--- config.mk ---
export PLATFORM = sky130hd
export DESIGN_NAME = misc_config_reg
export DESIGN_NICKNAME = d
export VERILOG_FILES = /design/src/ready_delay_timer.v /design/src/misc_config_reg.v
export VERILOG_INCLUDE_DIRS = /design/src
export SDC_FILE = /design/constraint.sdc
export NUM_CORES = 1
export LEC_CHECK = 0
export ABC_AREA = 1
export BUFFER_PORTS_ARGS = -buffer_cell sky130_fd_sc_hd__buf_2
export CAP_MARGIN = 0
export CORE_UTILIZATION = 53
export DETAILED_ROUTE_END_ITERATION = 16
export PLACE_DENSITY = 0.83
export SLEW_MARGIN = 20
export SYNTH_ARGS = -nofsm -noshare
export SYNTH_HDL_FRONTEND = slang
export SYNTH_SLANG_ARGS = --single-unit
--- constraint.sdc ---
create_clock -name clk_sys -period 1.9 [get_ports clk_sys]
set_input_delay 0.285 -clock clk_sys [delete_from_list [all_inputs] [get_ports clk_sys]]
set_output_delay 0.285 -clock clk_sys [all_outputs]
set_load 0.005 [all_outputs]
--- src/misc_cfg_defines.vh ---
// Constants for the miscellaneous configuration register block
//
// Operation
// - Register at command A0h, single-byte write and read, with nonvolatile copy.
// - Bit 7 clear gives discontinuous mode at light load; set forces continuous.
// - Source 00b: serial VID sets voltage and offset; A6h ignored, A8h writes NACKed.
// - Source 01b: serial VID voltage, I2C offset; serial offset 33h writes ignored.
// - Source 10b/11b: I2C setpoint and offset rule; serial writes cannot change output.
// - Soft-stop bit 0: switching stops at once, no ramp, delay taken as zero.
// - Soft-stop bit 1: wait turn-off delay, then ramp down, then stop switching.
// - Bits 3:2 pick ready rise delay 0, 0.5, 1.0 or 2.0 ms.
// - Bit 0 picks bus address from strap pin or nonvolatile copy.
// - Bit 1 is reserved: stored, no function.
// - Writes stored once the nonvolatile copy has loaded; bits 7:1 take effect only while switching disabled, not always-on; bit 0 only after reload.
`ifndef MISC_CFG_DEFINES_VH
`define MISC_CFG_DEFINES_VH

// ----------------------------------------
// Command codes
// ----------------------------------------
`define CMD_MISC_CFG 8'hA0
`define CMD_SETPOINT 8'hA6
`define CMD_BUS_OFFSET 8'hA8
`define CMD_SAVE_ALL 8'h15

// ----------------------------------------
// Field positions
// ----------------------------------------
`define FLD_FORCED_CONT 7
`define FLD_SRC_HI 6
`define FLD_SRC_LO 5
`define FLD_SOFT_STOP 4
`define FLD_RDY_HI 3
`define FLD_RDY_LO 2
`define FLD_VID_ADDR_OVR 1
`define FLD_BUS_ADDR_OVR 0

// ----------------------------------------
// Voltage source codes
// ----------------------------------------
`define SRC_ALL_VID 2'h0
`define SRC_VID_OFS_BUS 2'h1

// ----------------------------------------
// Timing, clock 125 MHz
// ----------------------------------------
`define CLK_KHZ 125000
`define DLY_HALF_MS_US 500
`define DLY_HALF_MS_CYC ((`DLY_HALF_MS_US * `CLK_KHZ) / 1000)
`define TICK_W 16
`define RDY_CNT_W 3
`define RDY_UNITS_0 3'h0
`define RDY_UNITS_1 3'h1
`define RDY_UNITS_2 3'h2
`define RDY_UNITS_3 3'h4

`endif

--- src/ready_delay_timer.v ---
// Ready rise delay timer counting half-millisecond units
`timescale 1ns/100ps
`default_nettype none
`include "misc_cfg_defines.vh"
module ready_delay_timer (
  // Clock and reset
  input wire clk_sys,
  input wire srst,
  // Control
  input wire start,
  input wire clear,
  input wire [1:0] delay_sel,
  // Result
  output reg done_r
);
  reg [`TICK_W-1:0] tick_r;
  reg [`RDY_CNT_W-1:0] units_r;
  reg run_r;
  reg [`RDY_CNT_W-1:0] target;

  // ----------------------------------------
  // Delay code to units
  // ----------------------------------------
  always @* begin
    case (delay_sel)
      2'h0: target = `RDY_UNITS_0;
      2'h1: target = `RDY_UNITS_1;
      2'h2: target = `RDY_UNITS_2;
      default: target = `RDY_UNITS_3;
    endcase
  end

  always @(posedge clk_sys) begin
    if (srst || clear) begin
      tick_r <= {`TICK_W{1'b0}};
      units_r <= {`RDY_CNT_W{1'b0}};
      run_r <= 1'b0;
      done_r <= 1'b0;
    end else if (start && !run_r && !done_r) begin
      run_r <= (target != `RDY_UNITS_0);
      done_r <= (target == `RDY_UNITS_0);
      tick_r <= {`TICK_W{1'b0}};
      units_r <= {`RDY_CNT_W{1'b0}};
    end else if (run_r) begin
      if (tick_r == `DLY_HALF_MS_CYC - 1) begin
        tick_r <= {`TICK_W{1'b0}};
        if (units_r + 3'h1 == target) begin
          run_r <= 1'b0;
          done_r <= 1'b1;
        end
        units_r <= units_r + 3'h1;
      end else begin
        tick_r <= tick_r + 16'h0001;
      end
    end
  end
endmodule
`default_nettype wire

--- src/misc_config_reg.v ---
// Miscellaneous configuration register and the behaviour it steers
`timescale 1ns/100ps
`default_nettype none
`include "misc_cfg_defines.vh"
module misc_config_reg (
  // Clock and reset
  input wire clk_sys,
  input wire srst,
  // Decoded byte command port
  input wire cmd_valid,
  input wire cmd_write,
  input wire [7:0] cmd_code,
  input wire [7:0] cmd_wdata,
  output reg cmd_ack_r,
  output reg cmd_nack_r,
  output reg [7:0] cmd_rdata_r,
  // Nonvolatile copy
  input wire [7:0] nvm_value,
  input wire nvm_valid,
  // Switching state
  input wire switching_on,
  input wire always_on_policy,
  input wire turn_off_req,
  input wire turn_off_delay_done,
  input wire turn_off_ramp_done,
  input wire soft_start_done,
  input wire [6:0] strap_addr,
  input wire [6:0] nvm_addr,
  // Serial VID side
  input wire vid_setpoint_wr,
  input wire vid_offset_wr,
  // Effective controls
  output reg forced_continuous_mode_r,
  output reg [1:0] output_voltage_source_select_r,
  output reg vid_setpoint_en_r,
  output reg vid_offset_en_r,
  output reg bus_setpoint_en_r,
  output reg bus_offset_en_r,
  output reg turn_off_delay_run_r,
  output reg turn_off_ramp_run_r,
  output reg switching_stop_r,
  output reg regulator_ready_pin_r,
  output reg [6:0] bus_addr_r
);
  localparam ST_IDLE = 4'b0001;
  localparam ST_DELAY = 4'b0010;
  localparam ST_RAMP = 4'b0100;
  localparam ST_STOP = 4'b1000;

  reg [7:0] misc_system_config_r;
  reg [7:0] active_r;
  reg loaded_r;
  reg [3:0] state_r;
  reg [3:0] state_nxt;
  wire rdy_done;
  wire hit;
  wire may_apply;

  assign hit = cmd_valid && (cmd_code == `CMD_MISC_CFG);
  // Settings only latch while the stage is idle, avoiding glitches in regulation
  assign may_apply = !switching_on && !always_on_policy;

  // ----------------------------------------
  // Register store and command answers
  // ----------------------------------------
  always @(posedge clk_sys) begin
    if (srst) begin
      misc_system_config_r <= 8'h00;
      active_r <= 8'h00;
      loaded_r <= 1'b0;
      cmd_ack_r <= 1'b0;
      cmd_nack_r <= 1'b0;
      cmd_rdata_r <= 8'h00;
    end else begin
      cmd_ack_r <= 1'b0;
      cmd_nack_r <= 1'b0;
      if (!loaded_r) begin
        if (nvm_valid) begin
          misc_system_config_r <= nvm_value;
          active_r <= nvm_value;
          loaded_r <= 1'b1;
        end
      end else begin
        if (hit && cmd_write) begin
          misc_system_config_r <= cmd_wdata;
          cmd_ack_r <= 1'b1;
        end else if (hit) begin
          cmd_rdata_r <= misc_system_config_r;
          cmd_ack_r <= 1'b1;
        end else if (cmd_valid && cmd_write && cmd_code == `CMD_BUS_OFFSET &&
                     active_r[`FLD_SRC_HI:`FLD_SRC_LO] == `SRC_ALL_VID) begin
          cmd_nack_r <= 1'b1;
        end
        if (may_apply) begin
          // Address override bit waits for a supply cycle, so it stays
          active_r[`FLD_FORCED_CONT:`FLD_VID_ADDR_OVR] <=
            misc_system_config_r[`FLD_FORCED_CONT:`FLD_VID_ADDR_OVR];
        end
      end
    end
  end

  // ----------------------------------------
  // Source selection and mode
  // ----------------------------------------
  always @(posedge clk_sys) begin
    if (srst) begin
      forced_continuous_mode_r <= 1'b0;
      output_voltage_source_select_r <= 2'h0;
      vid_setpoint_en_r <= 1'b0;
      vid_offset_en_r <= 1'b0;
      bus_setpoint_en_r <= 1'b0;
      bus_offset_en_r <= 1'b0;
      bus_addr_r <= 7'h00;
    end else begin
      forced_continuous_mode_r <= active_r[`FLD_FORCED_CONT];
      output_voltage_source_select_r <= active_r[`FLD_SRC_HI:`FLD_SRC_LO];
      case (active_r[`FLD_SRC_HI:`FLD_SRC_LO])
        `SRC_ALL_VID: begin
          vid_setpoint_en_r <= vid_setpoint_wr;
          vid_offset_en_r <= vid_offset_wr;
          bus_setpoint_en_r <= 1'b0;
          bus_offset_en_r <= 1'b0;
        end
        `SRC_VID_OFS_BUS: begin
          vid_setpoint_en_r <= vid_setpoint_wr;
          vid_offset_en_r <= 1'b0;
          bus_setpoint_en_r <= 1'b0;
          bus_offset_en_r <= 1'b1;
        end
        default: begin
          vid_setpoint_en_r <= 1'b0;
          vid_offset_en_r <= 1'b0;
          bus_setpoint_en_r <= 1'b1;
          bus_offset_en_r <= 1'b1;
        end
      endcase
      bus_addr_r <= active_r[`FLD_BUS_ADDR_OVR] ? nvm_addr : strap_addr;
    end
  end

  // ----------------------------------------
  // Turn-off sequence
  // ----------------------------------------
  always @* begin
    state_nxt = state_r;
    case (state_r)
      ST_IDLE: begin
        if (turn_off_req) begin
          state_nxt = active_r[`FLD_SOFT_STOP] ? ST_DELAY : ST_STOP;
        end
      end
      ST_DELAY: begin
        if (turn_off_delay_done) begin
          state_nxt = ST_RAMP;
        end
      end
      ST_RAMP: begin
        if (turn_off_ramp_done) begin
          state_nxt = ST_STOP;
        end
      end
      ST_STOP: begin
        if (!turn_off_req) begin
          state_nxt = ST_IDLE;
        end
      end
      default: state_nxt = ST_IDLE;
    endcase
  end

  always @(posedge clk_sys) begin
    if (srst) begin
      state_r <= ST_IDLE;
      turn_off_delay_run_r <= 1'b0;
      turn_off_ramp_run_r <= 1'b0;
      switching_stop_r <= 1'b0;
    end else begin
      state_r <= state_nxt;
      turn_off_delay_run_r <= (state_nxt == ST_DELAY);
      turn_off_ramp_run_r <= (state_nxt == ST_RAMP);
      switching_stop_r <= (state_nxt == ST_STOP);
    end
  end

  // ----------------------------------------
  // Ready output delay
  // ----------------------------------------
  ready_delay_timer u_rdy (
    .clk_sys(clk_sys),
    .srst(srst),
    .start(soft_start_done),
    .clear(!soft_start_done || turn_off_req),
    .delay_sel(active_r[`FLD_RDY_HI:`FLD_RDY_LO]),
    .done_r(rdy_done)
  );

  always @(posedge clk_sys) begin
    if (srst) begin
      regulator_ready_pin_r <= 1'b0;
    end else begin
      regulator_ready_pin_r <= rdy_done && !turn_off_req;
    end
  end
endmodule
`default_nettype wire

==> results, run 1 <==
- After synthesis, the mean cell area works out to 7.23 µm².
- The wire length of the first global-routing pass is 11.9 mm.
- Of the post-synthesis cell area, the dominant cell type holds 0.438.
- The min-delay analysis places its worst path in the category input pin to register.
- The area fraction in compound gates after synthesis is 0.0698.
- The worst setup path is launched from a register.
- The number of enable flip-flop cells after synthesis is 0.
- The flow ran to the end, and the final reports show no timing, DRC or antenna violations.
- Entering global routing, the biggest net connects 35 pins.
- The final layout contains 574 nets.
- In this run the standard cell core region covers 5610 µm².
- The peak supply drop is 451 µV.
- In this run the clock root is driven by a sky130_fd_sc_hd__clkbuf_8.
- TritonCTS built the clock tree.
- Once layout is complete, the utilization of the core stands at 0.684.
- For this run, the total global-route usage over all layers was measured as 0.240.
- Setup repair after global routing left no endpoint under its margin.
- The wire-length estimate of the detail-placed layout is 5.11 mm.
- The detail route stage leaves a number of antenna-violating nets equal to 0.
- The die is 79.1 µm wide.
- During placement, the flow inserted port buffers numbering 78.
- The placer congestion estimate is 0.845.
- Setup violations remaining at the end of the flow were counted as 0.
- Dividing the detail-routed wire length by the instance count gives 11.6 µm.
- STA classifies the critical path endpoint as a register.
- The number of levels the H-tree was split into is 3.
- The number of warnings printed during yosys synthesis is 0.
- The maximum clock skew at final layout is 0.00642 ns.
- The buffer depth of the longest clock path is 2.
- The share of synthesized area spent on multiplexers is 0.0254.
- The number of global-route vias before repair is 2859.
- Counting I/O delays and the setup requirement, the final critical path takes 1.59 ns.
- The clock latency on the worst-skew pair is 0.34 ns.
- At the placement stage, the worst setup path has a slack of 0.358 ns.
- The tool flagged a number of max-cap violations equal to 0.
- The violation count after the first detailed-routing iteration is 157.
- In the final layout, the share of cells above drive strength 1 is 0.229.
- The post-cts hold buffer count is 0.
- The net count after synthesis is 489.
- The initial antenna violation count came to 0.
- The final hold violation count is 0.
- After layout, the worst setup slack is 0.307 ns.
- The area of the die is 6260 µm².
- After synthesis, the largest family of logic cells by area is simple AND/OR/NAND/NOR gates.
- In this run the cell area of the synthesized design comes to 3150 µm².
- The I/O pin count is 79.
- The area fraction in and, or, nand and nor cells after synthesis is 0.369.
- For this design the static power due to leakage is 0.00182 µW.
- Wires add up to 6.92 mm.
- The max-slew violation count is 0.
- In this run the tightest slew margin relative to its limit is 0.781.
- The number of antenna repair diodes is 0.
- The number of CTS-inserted buffers is 9.
- The DRC violations left is 0.
- For this run, asynchronously set or reset flops after synthesis account for 0.
- Among all cell types in the netlist, the one instantiated most often is sky130_fd_sc_hd__nor2_1.
- The cell type with the largest total area after synthesis is sky130_fd_sc_hd__dfxtp_1.
- Counting distinct cell types in the post-synthesis netlist gives 36.
- For this design the ratio of total power to cell area is 826 nW/µm².
- The number of search-and-repair iterations in the first detailed-routing pass is 5.
- The XOR/XNOR share of the synthesized area is 0.0139.
- Among all flip-flop cells after synthesis, the most frequent one is sky130_fd_sc_hd__dfxtp_1.
- The arithmetic-cell share of the synthesized area counting full adders, half adders and majority gates is 0.00793.
- The worst endpoint required time is 2.13 ns.
- The number of buffers inserted by post-CTS setup repair is 0.
- Derived from the worst setup path, the maximum achievable clock frequency is 0.628 GHz.
- Ranked by instance count, the synthesized netlist is headed by 93 x sky130_fd_sc_hd__nor2_1, 92 x sky130_fd_sc_hd__nand2_1, 69 x sky130_fd_sc_hd__dfxtp_1.
- In this run the worst path has a maximum fanout of 7.
- Summing over every cut layer, the via total after detailed routing is 3048.
- The area added between synthesis and finish is 21.5%.
- The floorplan step set the die height to 79.1 µm.
- The final critical-path share of the clock period is 0.838.
- The leftover overflow at the end of global routing is 0.
- Data on the critical path arrives at its endpoint at 1.83 ns.
- Counting flops and latches in the post-synthesis netlist gives 69.
- Yosys attributes the largest share of cell area to sky130_fd_sc_hd__dfxtp_1 44%, sky130_fd_sc_hd__nor2_1 11%, sky130_fd_sc_hd__nand2_1 11%, sky130_fd_sc_hd__nand3_1 5.6%, sky130_fd_sc_hd__inv_1 5.5%.
- The sequential-to-total area share from yosys stat is 0.438.
- The worst setup path is of the register to register kind.
- The quantity of gates resized following cts is 0.
- The transition at the pin with the smallest max-transition slack is 0.328 ns.
- The clock transition at the register clock pins on the worst setup and hold paths after CTS is 0.07 ns.
- The number of rows created at floorplan is 27.
- The synthesized instance count is 436.
- The ratio of routed vias to standard cells is 5.11.
- For the final routed database, the setup TNS stands at 0 ns.
- The effective utilization at floorplan is 0.562.
- Clock tree synthesis found a total of 69 sinks.
state kept, by name, indices dropped and copies added, names as in the netlist, 2 cells and up:
name and cells:
u_rdy.tick_r 16, cmd_rdata_r 8, misc_system_config_r 8, active_r 7
bus_addr_r 7, state_r 4, u_rdy.units_r 3, output_voltage_source_select_r 2
per-layer routing:
metal | vias to the layer above | routed length, µm | part of all wire | GRT usage
met1 | 1376 | 3190 | 0.46 | 0.301
met4 | 0 | 106 | 0.015 | 0.105
met2 | 101 | 3210 | 0.46 | 0.398
met5 | - | 0 | 0 | 0
met3 | 10 | 410 | 0.059 | 0.0460
li1 | 1561 | - | - | -
path summary, 6_finish.rpt:
kind	cells past startpoint	from	slack [ns]	to
setup / recovery	10	u_rdy.tick_r[0]	0.31	u_rdy.tick_r[11]
hold / removal	3	vid_setpoint_wr	0.17	vid_setpoint_en_r
setup reg to reg	10	u_rdy.tick_r[0]	0.31	u_rdy.tick_r[11]
hold reg to reg	2	active_r[7]	0.44	forced_continuous_mode_r
placed cells by master (no fill, tap or decap), types with 7 or more instances in the layout:
cell type / count
sky130_fd_sc_hd__nor2_1: 93
sky130_fd_sc_hd__nand2_1: 92
sky130_fd_sc_hd__buf_2: 78
sky130_fd_sc_hd__dfxtp_1: 69
sky130_fd_sc_hd__inv_1: 46
sky130_fd_sc_hd__nand3_1: 35
sky130_fd_sc_hd__o21ai_0: 17
sky130_fd_sc_hd__a21oi_1: 12
sky130_fd_sc_hd__clkbuf_8: 10
sky130_fd_sc_hd__mux2i_1: 8
sky130_fd_sc_hd__nand4_1: 7
report_power, final:
group | switching, µW | internal (µW) | leakage, µW | total (µW)
Clock | 526 | 766 | 0.000105 | 1290
Sequential | 39.6 | 1510 | 0.000564 | 1550
Combinational | 188 | 134 | 0.00115 | 322
per-stage QoR:
step                      power (µW)  cells  hold slack (ns)  area, µm²
after floorplan                 1770    436            0.354       3150
after global placement          1890    582            0.416       3620
after detailed placement        1900    582            0.427       3620
after CTS                       3190    597            0.156       3830
after global routing            3290    597            0.166       3830
final                           3160    597            0.165       3830
cell type report:
| class | instances | area, µm² |
|---|---|---|
| inverter | 51 | 196 |
| clock buffer | 11 | 141 |
| multi-input combinational | 308 | 1530 |
| tap | 72 | 90.1 |
| clock inverter | 4 | 72.6 |
| sequential | 69 | 1380 |
| fill | 493 | 1770 |
| timing repair buffer | 82 | 420 |
cell families after synthesis:
| logic type | after synthesis |
|---|---|
| and+or+nand+nor | 254 |
| DFF | 69 |
| buffers and inverters | 59 |
| AOI/OAI and AO/OA | 39 |
| muxes | 8 |
| xor gates and xnor gates | 5 |
| adders and majority gates | 2 |
critical path, cell delays in order (launching register included):
cell	delay, ns
sky130_fd_sc_hd__dfxtp_1	0.38
sky130_fd_sc_hd__ha_1	0.23
sky130_fd_sc_hd__nand2_1	0.07
sky130_fd_sc_hd__nor2_1	0.10
sky130_fd_sc_hd__nand2_1	0.07
sky130_fd_sc_hd__nor2_2	0.13
sky130_fd_sc_hd__nand2_1	0.16
sky130_fd_sc_hd__nand2_4	0.17
sky130_fd_sc_hd__inv_4	0.06
sky130_fd_sc_hd__nand2_1	0.06
sky130_fd_sc_hd__nor2_1	0.05
(Power assumes the default switching activity.)
==> run 2: changes to the inputs <==
Settings changed: CORE_UTILIZATION 53 to 48, PLACE_DENSITY 0.83 to 0.79.
Clock period 1.9 ns to 1.3 ns, I/O delays scaled along.
==> run 2 against run 1 <==
Net effect: the flow now finishes with violations (negative setup slack); cell area rose by 6.0%; global-route usage fell by 2.9 points; worst hold slack got worse by 0.091 ns; routed wire length rose by 4.0%; critical path depth did not move; sequential share of layout area fell by 1.8 points; clock-buffer cell count did not move; non-clock buffer count rose by 17; sequential power rose by 46%; critical path type unchanged.
==> results, run 2 (synthesis gave the netlist of run 1 again) <==
- The ratio of routed vias to standard cells is 4.95 (-3.0%).
- The sum of net half-perimeters after detailed placement is 5.28 mm (+3.2%).
- The final cell count without fillers was 619 (+3.7%).
- The minimum clock period after layout is 1.33 ns (-0.259 ns).
- The net total in the final layout is 591 (+3.0%).
- The number of antenna repair diodes came to 0 (unchanged).
- The largest registers in the layout are u_rdy.tick_r: 16 flops, cmd_rdata_r: 8 flops, misc_system_config_r: 8 flops.
- The wire length of the first global-routing pass is 11.9 mm (unchanged).
- The maximum achievable frequency is 0.750 GHz (+19%).
- In this run the worst setup path begins at u_rdy.tick_r[0].
- The register with the highest flop count is u_rdy.tick_r.
- The I/O pin count is 79 (unchanged).
- The number of nets with antenna violations after routing came to 0 (unchanged).
- The max-slew violation count is 0 (unchanged).
- The count of clock tree sinks is 69 (unchanged).
- The worst endpoint required time is 1.53 ns (-0.60 ns).
- The leftover overflow at the end of global routing was 0 (unchanged).
- The area of the die came to 6900 µm² (+10%).
- The total power density per cell area is 1100 nW/µm² (+33%).
- The worst-path maximum fanout is 5 (-2).
- The worst endpoint data arrival time is 1.56 ns (-0.27 ns).
- The initial antenna violation count came to 0 (unchanged).
- The x dimension of the die is 83.1 µm (+5.0%).
- The mean routed wirelength per cell was 11.6 µm (+0.31%).
- Setup repair after global routing could not meet its margin everywhere.
- The capturing element type of the critical path is a register.
- The source of the worst register-to-register timing path is u_rdy.tick_r[0].
- From synthesis to final layout, the design area changed by 28.9%.
- The worst hold slack is 0.0742 ns (-0.0909 ns).
- The number of cells on the worst reg-to-reg path is 10 (unchanged).
- The flow ran to the end, but the final reports show violations.
- The worst hold path terminates at vid_setpoint_en_r.
- The clock latency on the worst-skew pair came to 0.34 ns (about the same).
- The post-cts hold buffer count is 0 (unchanged).
- In the layout the commonest cells are 92 x sky130_fd_sc_hd__nor2_1, 85 x sky130_fd_sc_hd__nand2_1, 78 x sky130_fd_sc_hd__buf_2.
- The placeable core area is 6350 µm² (+13%).
- The worst setup slack before clock tree synthesis is -0.0644 ns (-0.422 ns).
- The final wirelength is 7.19 mm (+4.0%).
- The leakage dissipation was 0.00192 µW (+5.3%).
- The flip-flop count of the largest register after layout is 16 (unchanged).
- The most common library cell in the layout ignoring fill and taps is sky130_fd_sc_hd__nor2_1.
- The final critical-path share of the clock period is 1.03 (+0.188).
- The transition at the pin with the smallest max-transition slack came to 0.302 ns (-0.0260 ns).
- The DRC violations left is 0 (unchanged).
- The largest net degree at the start of global routing was 35 (unchanged).
- The number of CTS-inserted buffers is 9 (unchanged).
- The routed via count came to 3067 (+0.62%).
- The buffer depth of the longest clock path came to 2 (unchanged).
- The final reports fail on negative setup slack.
- The critical path class is register to register.
- The type of the worst min-delay path is input pin to register.
- The number of rows created at floorplan is 29 (+7.4%).
- The proportion of layout cells with a drive suffix above 1 was 0.301 (+0.0722).
- The endpoint identified for the worst register-to-register timing path is u_rdy.tick_r[11].
- In this run the most critical hold path is launched from vid_setpoint_wr.
- The critical path startpoint category is a register.
- The final worst slack is -0.0337 ns (-0.341 ns).
- The total of buffers placed on input and output ports is 78 (unchanged).
- The total setup violations reported at the end of the flow is 8 (+8).
- The maximum clock skew at final layout is 0.0116 ns (+0.00523 ns).
- The number of search-and-repair iterations in the first detailed-routing pass is 4 (-1).
- The number of global-route vias before repair is 2823 (-1.3%).
- The violation count after the first detailed-routing iteration came to 115 (-27%).
- The die height is 83.1 µm (+5.0%).
- The final hold violation count is 0 (unchanged).
- The flop-to-flop setup slack is -0.03 ns (-0.34 ns).
- The clock transition at the register clock pins on the worst setup and hold paths after CTS came to 0.07 ns (about the same).
- The effective utilization at floorplan is 0.497 (-0.0657).
- The placer congestion estimate is 0.884 (+4.7%).
- The hold path depth was 3 (unchanged).
- The peak supply drop was 612 µV (+36%).
- The number of placed cells counting well taps was 600 (+3.1%).
- TritonCTS built the clock tree.
- The aggregate global-route resource usage is 0.211 (-0.0290).
- The reported max-cap violation count is 0 (unchanged).
- The headroom to the max-slew limit is 0.796 (+0.0152).
- The cell at the root of the clock tree is sky130_fd_sc_hd__clkbuf_8.
- The number of levels the H-tree was split into is 3 (unchanged).
-- run 2: power breakdown --
group | switching [µW] | internal [µW] | leakage, µW
logic | 277 | 216 | 0.00125
clock network | 782 | 926 | 0.0000992
registers | 60.6 | 2210 | 0.000567
-- run 2: per-layer routing --
metal	vias up	share of wire	GRT usage
li1	1595	-	-
met1	1367	0.46	0.268
met2	93	0.47	0.349
met3	12	0.051	0.0348
met4	0	0.020	0.0987
met5	-	0	0
-- run 2: stage by stage --
step / power (µW) / util / TNS, ns / cell area (µm²)
floorplan: 2580 / - / 0 / 3170
global placement: 2780 / 0.591 / -0.112 / 3750
detailed placement: 2790 / 0.591 / -0.647 / 3750
CTS: 4480 / 0.625 / -0.142 / 3970
global route: 4650 / 0.640 / -1.37 / 4070
finish: 4470 / 0.640 / -0.213 / 4070
-- run 2: cell type report --
cell class	instances	area, µm²
repair buffers	99	577
fillers	542	2280
inverters	51	196
multi-input cells	308	1610
clock inverters	4	48.8
well taps	77	96.3
clock buffers	11	141
flip-flops and latches	69	1390
-- run 2: repair_timing --
action	in CTS	in global routing
pin swaps	7	8
setup buffers	2	2
endpoints found under the setup margin	14	34
resized for setup	3	23
-- run 2: critical path: stages (launching register included) --
cell and delay [ns]:
sky130_fd_sc_hd__dfxtp_4 0.36, sky130_fd_sc_hd__ha_4 0.14, sky130_fd_sc_hd__nand2_1 0.05, sky130_fd_sc_hd__nor2_1 0.08, sky130_fd_sc_hd__nand2_1 0.07, sky130_fd_sc_hd__nor2_2 0.11
sky130_fd_sc_hd__nand2_2 0.12, sky130_fd_sc_hd__nand2_4 0.13, sky130_fd_sc_hd__inv_4 0.06, sky130_fd_sc_hd__nand2_2 0.05, sky130_fd_sc_hd__nor2_1 0.04
-- run 2: worst max path at each step --
stage                            end  slack [ns]  depth (start not counted)
finish              u_rdy.tick_r[11]       -0.03                         10
global route        u_rdy.tick_r[11]       -0.13                         10
CTS                 u_rdy.tick_r[11]       -0.03                         10
detailed placement   u_rdy.tick_r[8]       -0.06                         10
global placement    u_rdy.tick_r[14]       -0.02                         10
floorplan           u_rdy.tick_r[14]       0.009                         10
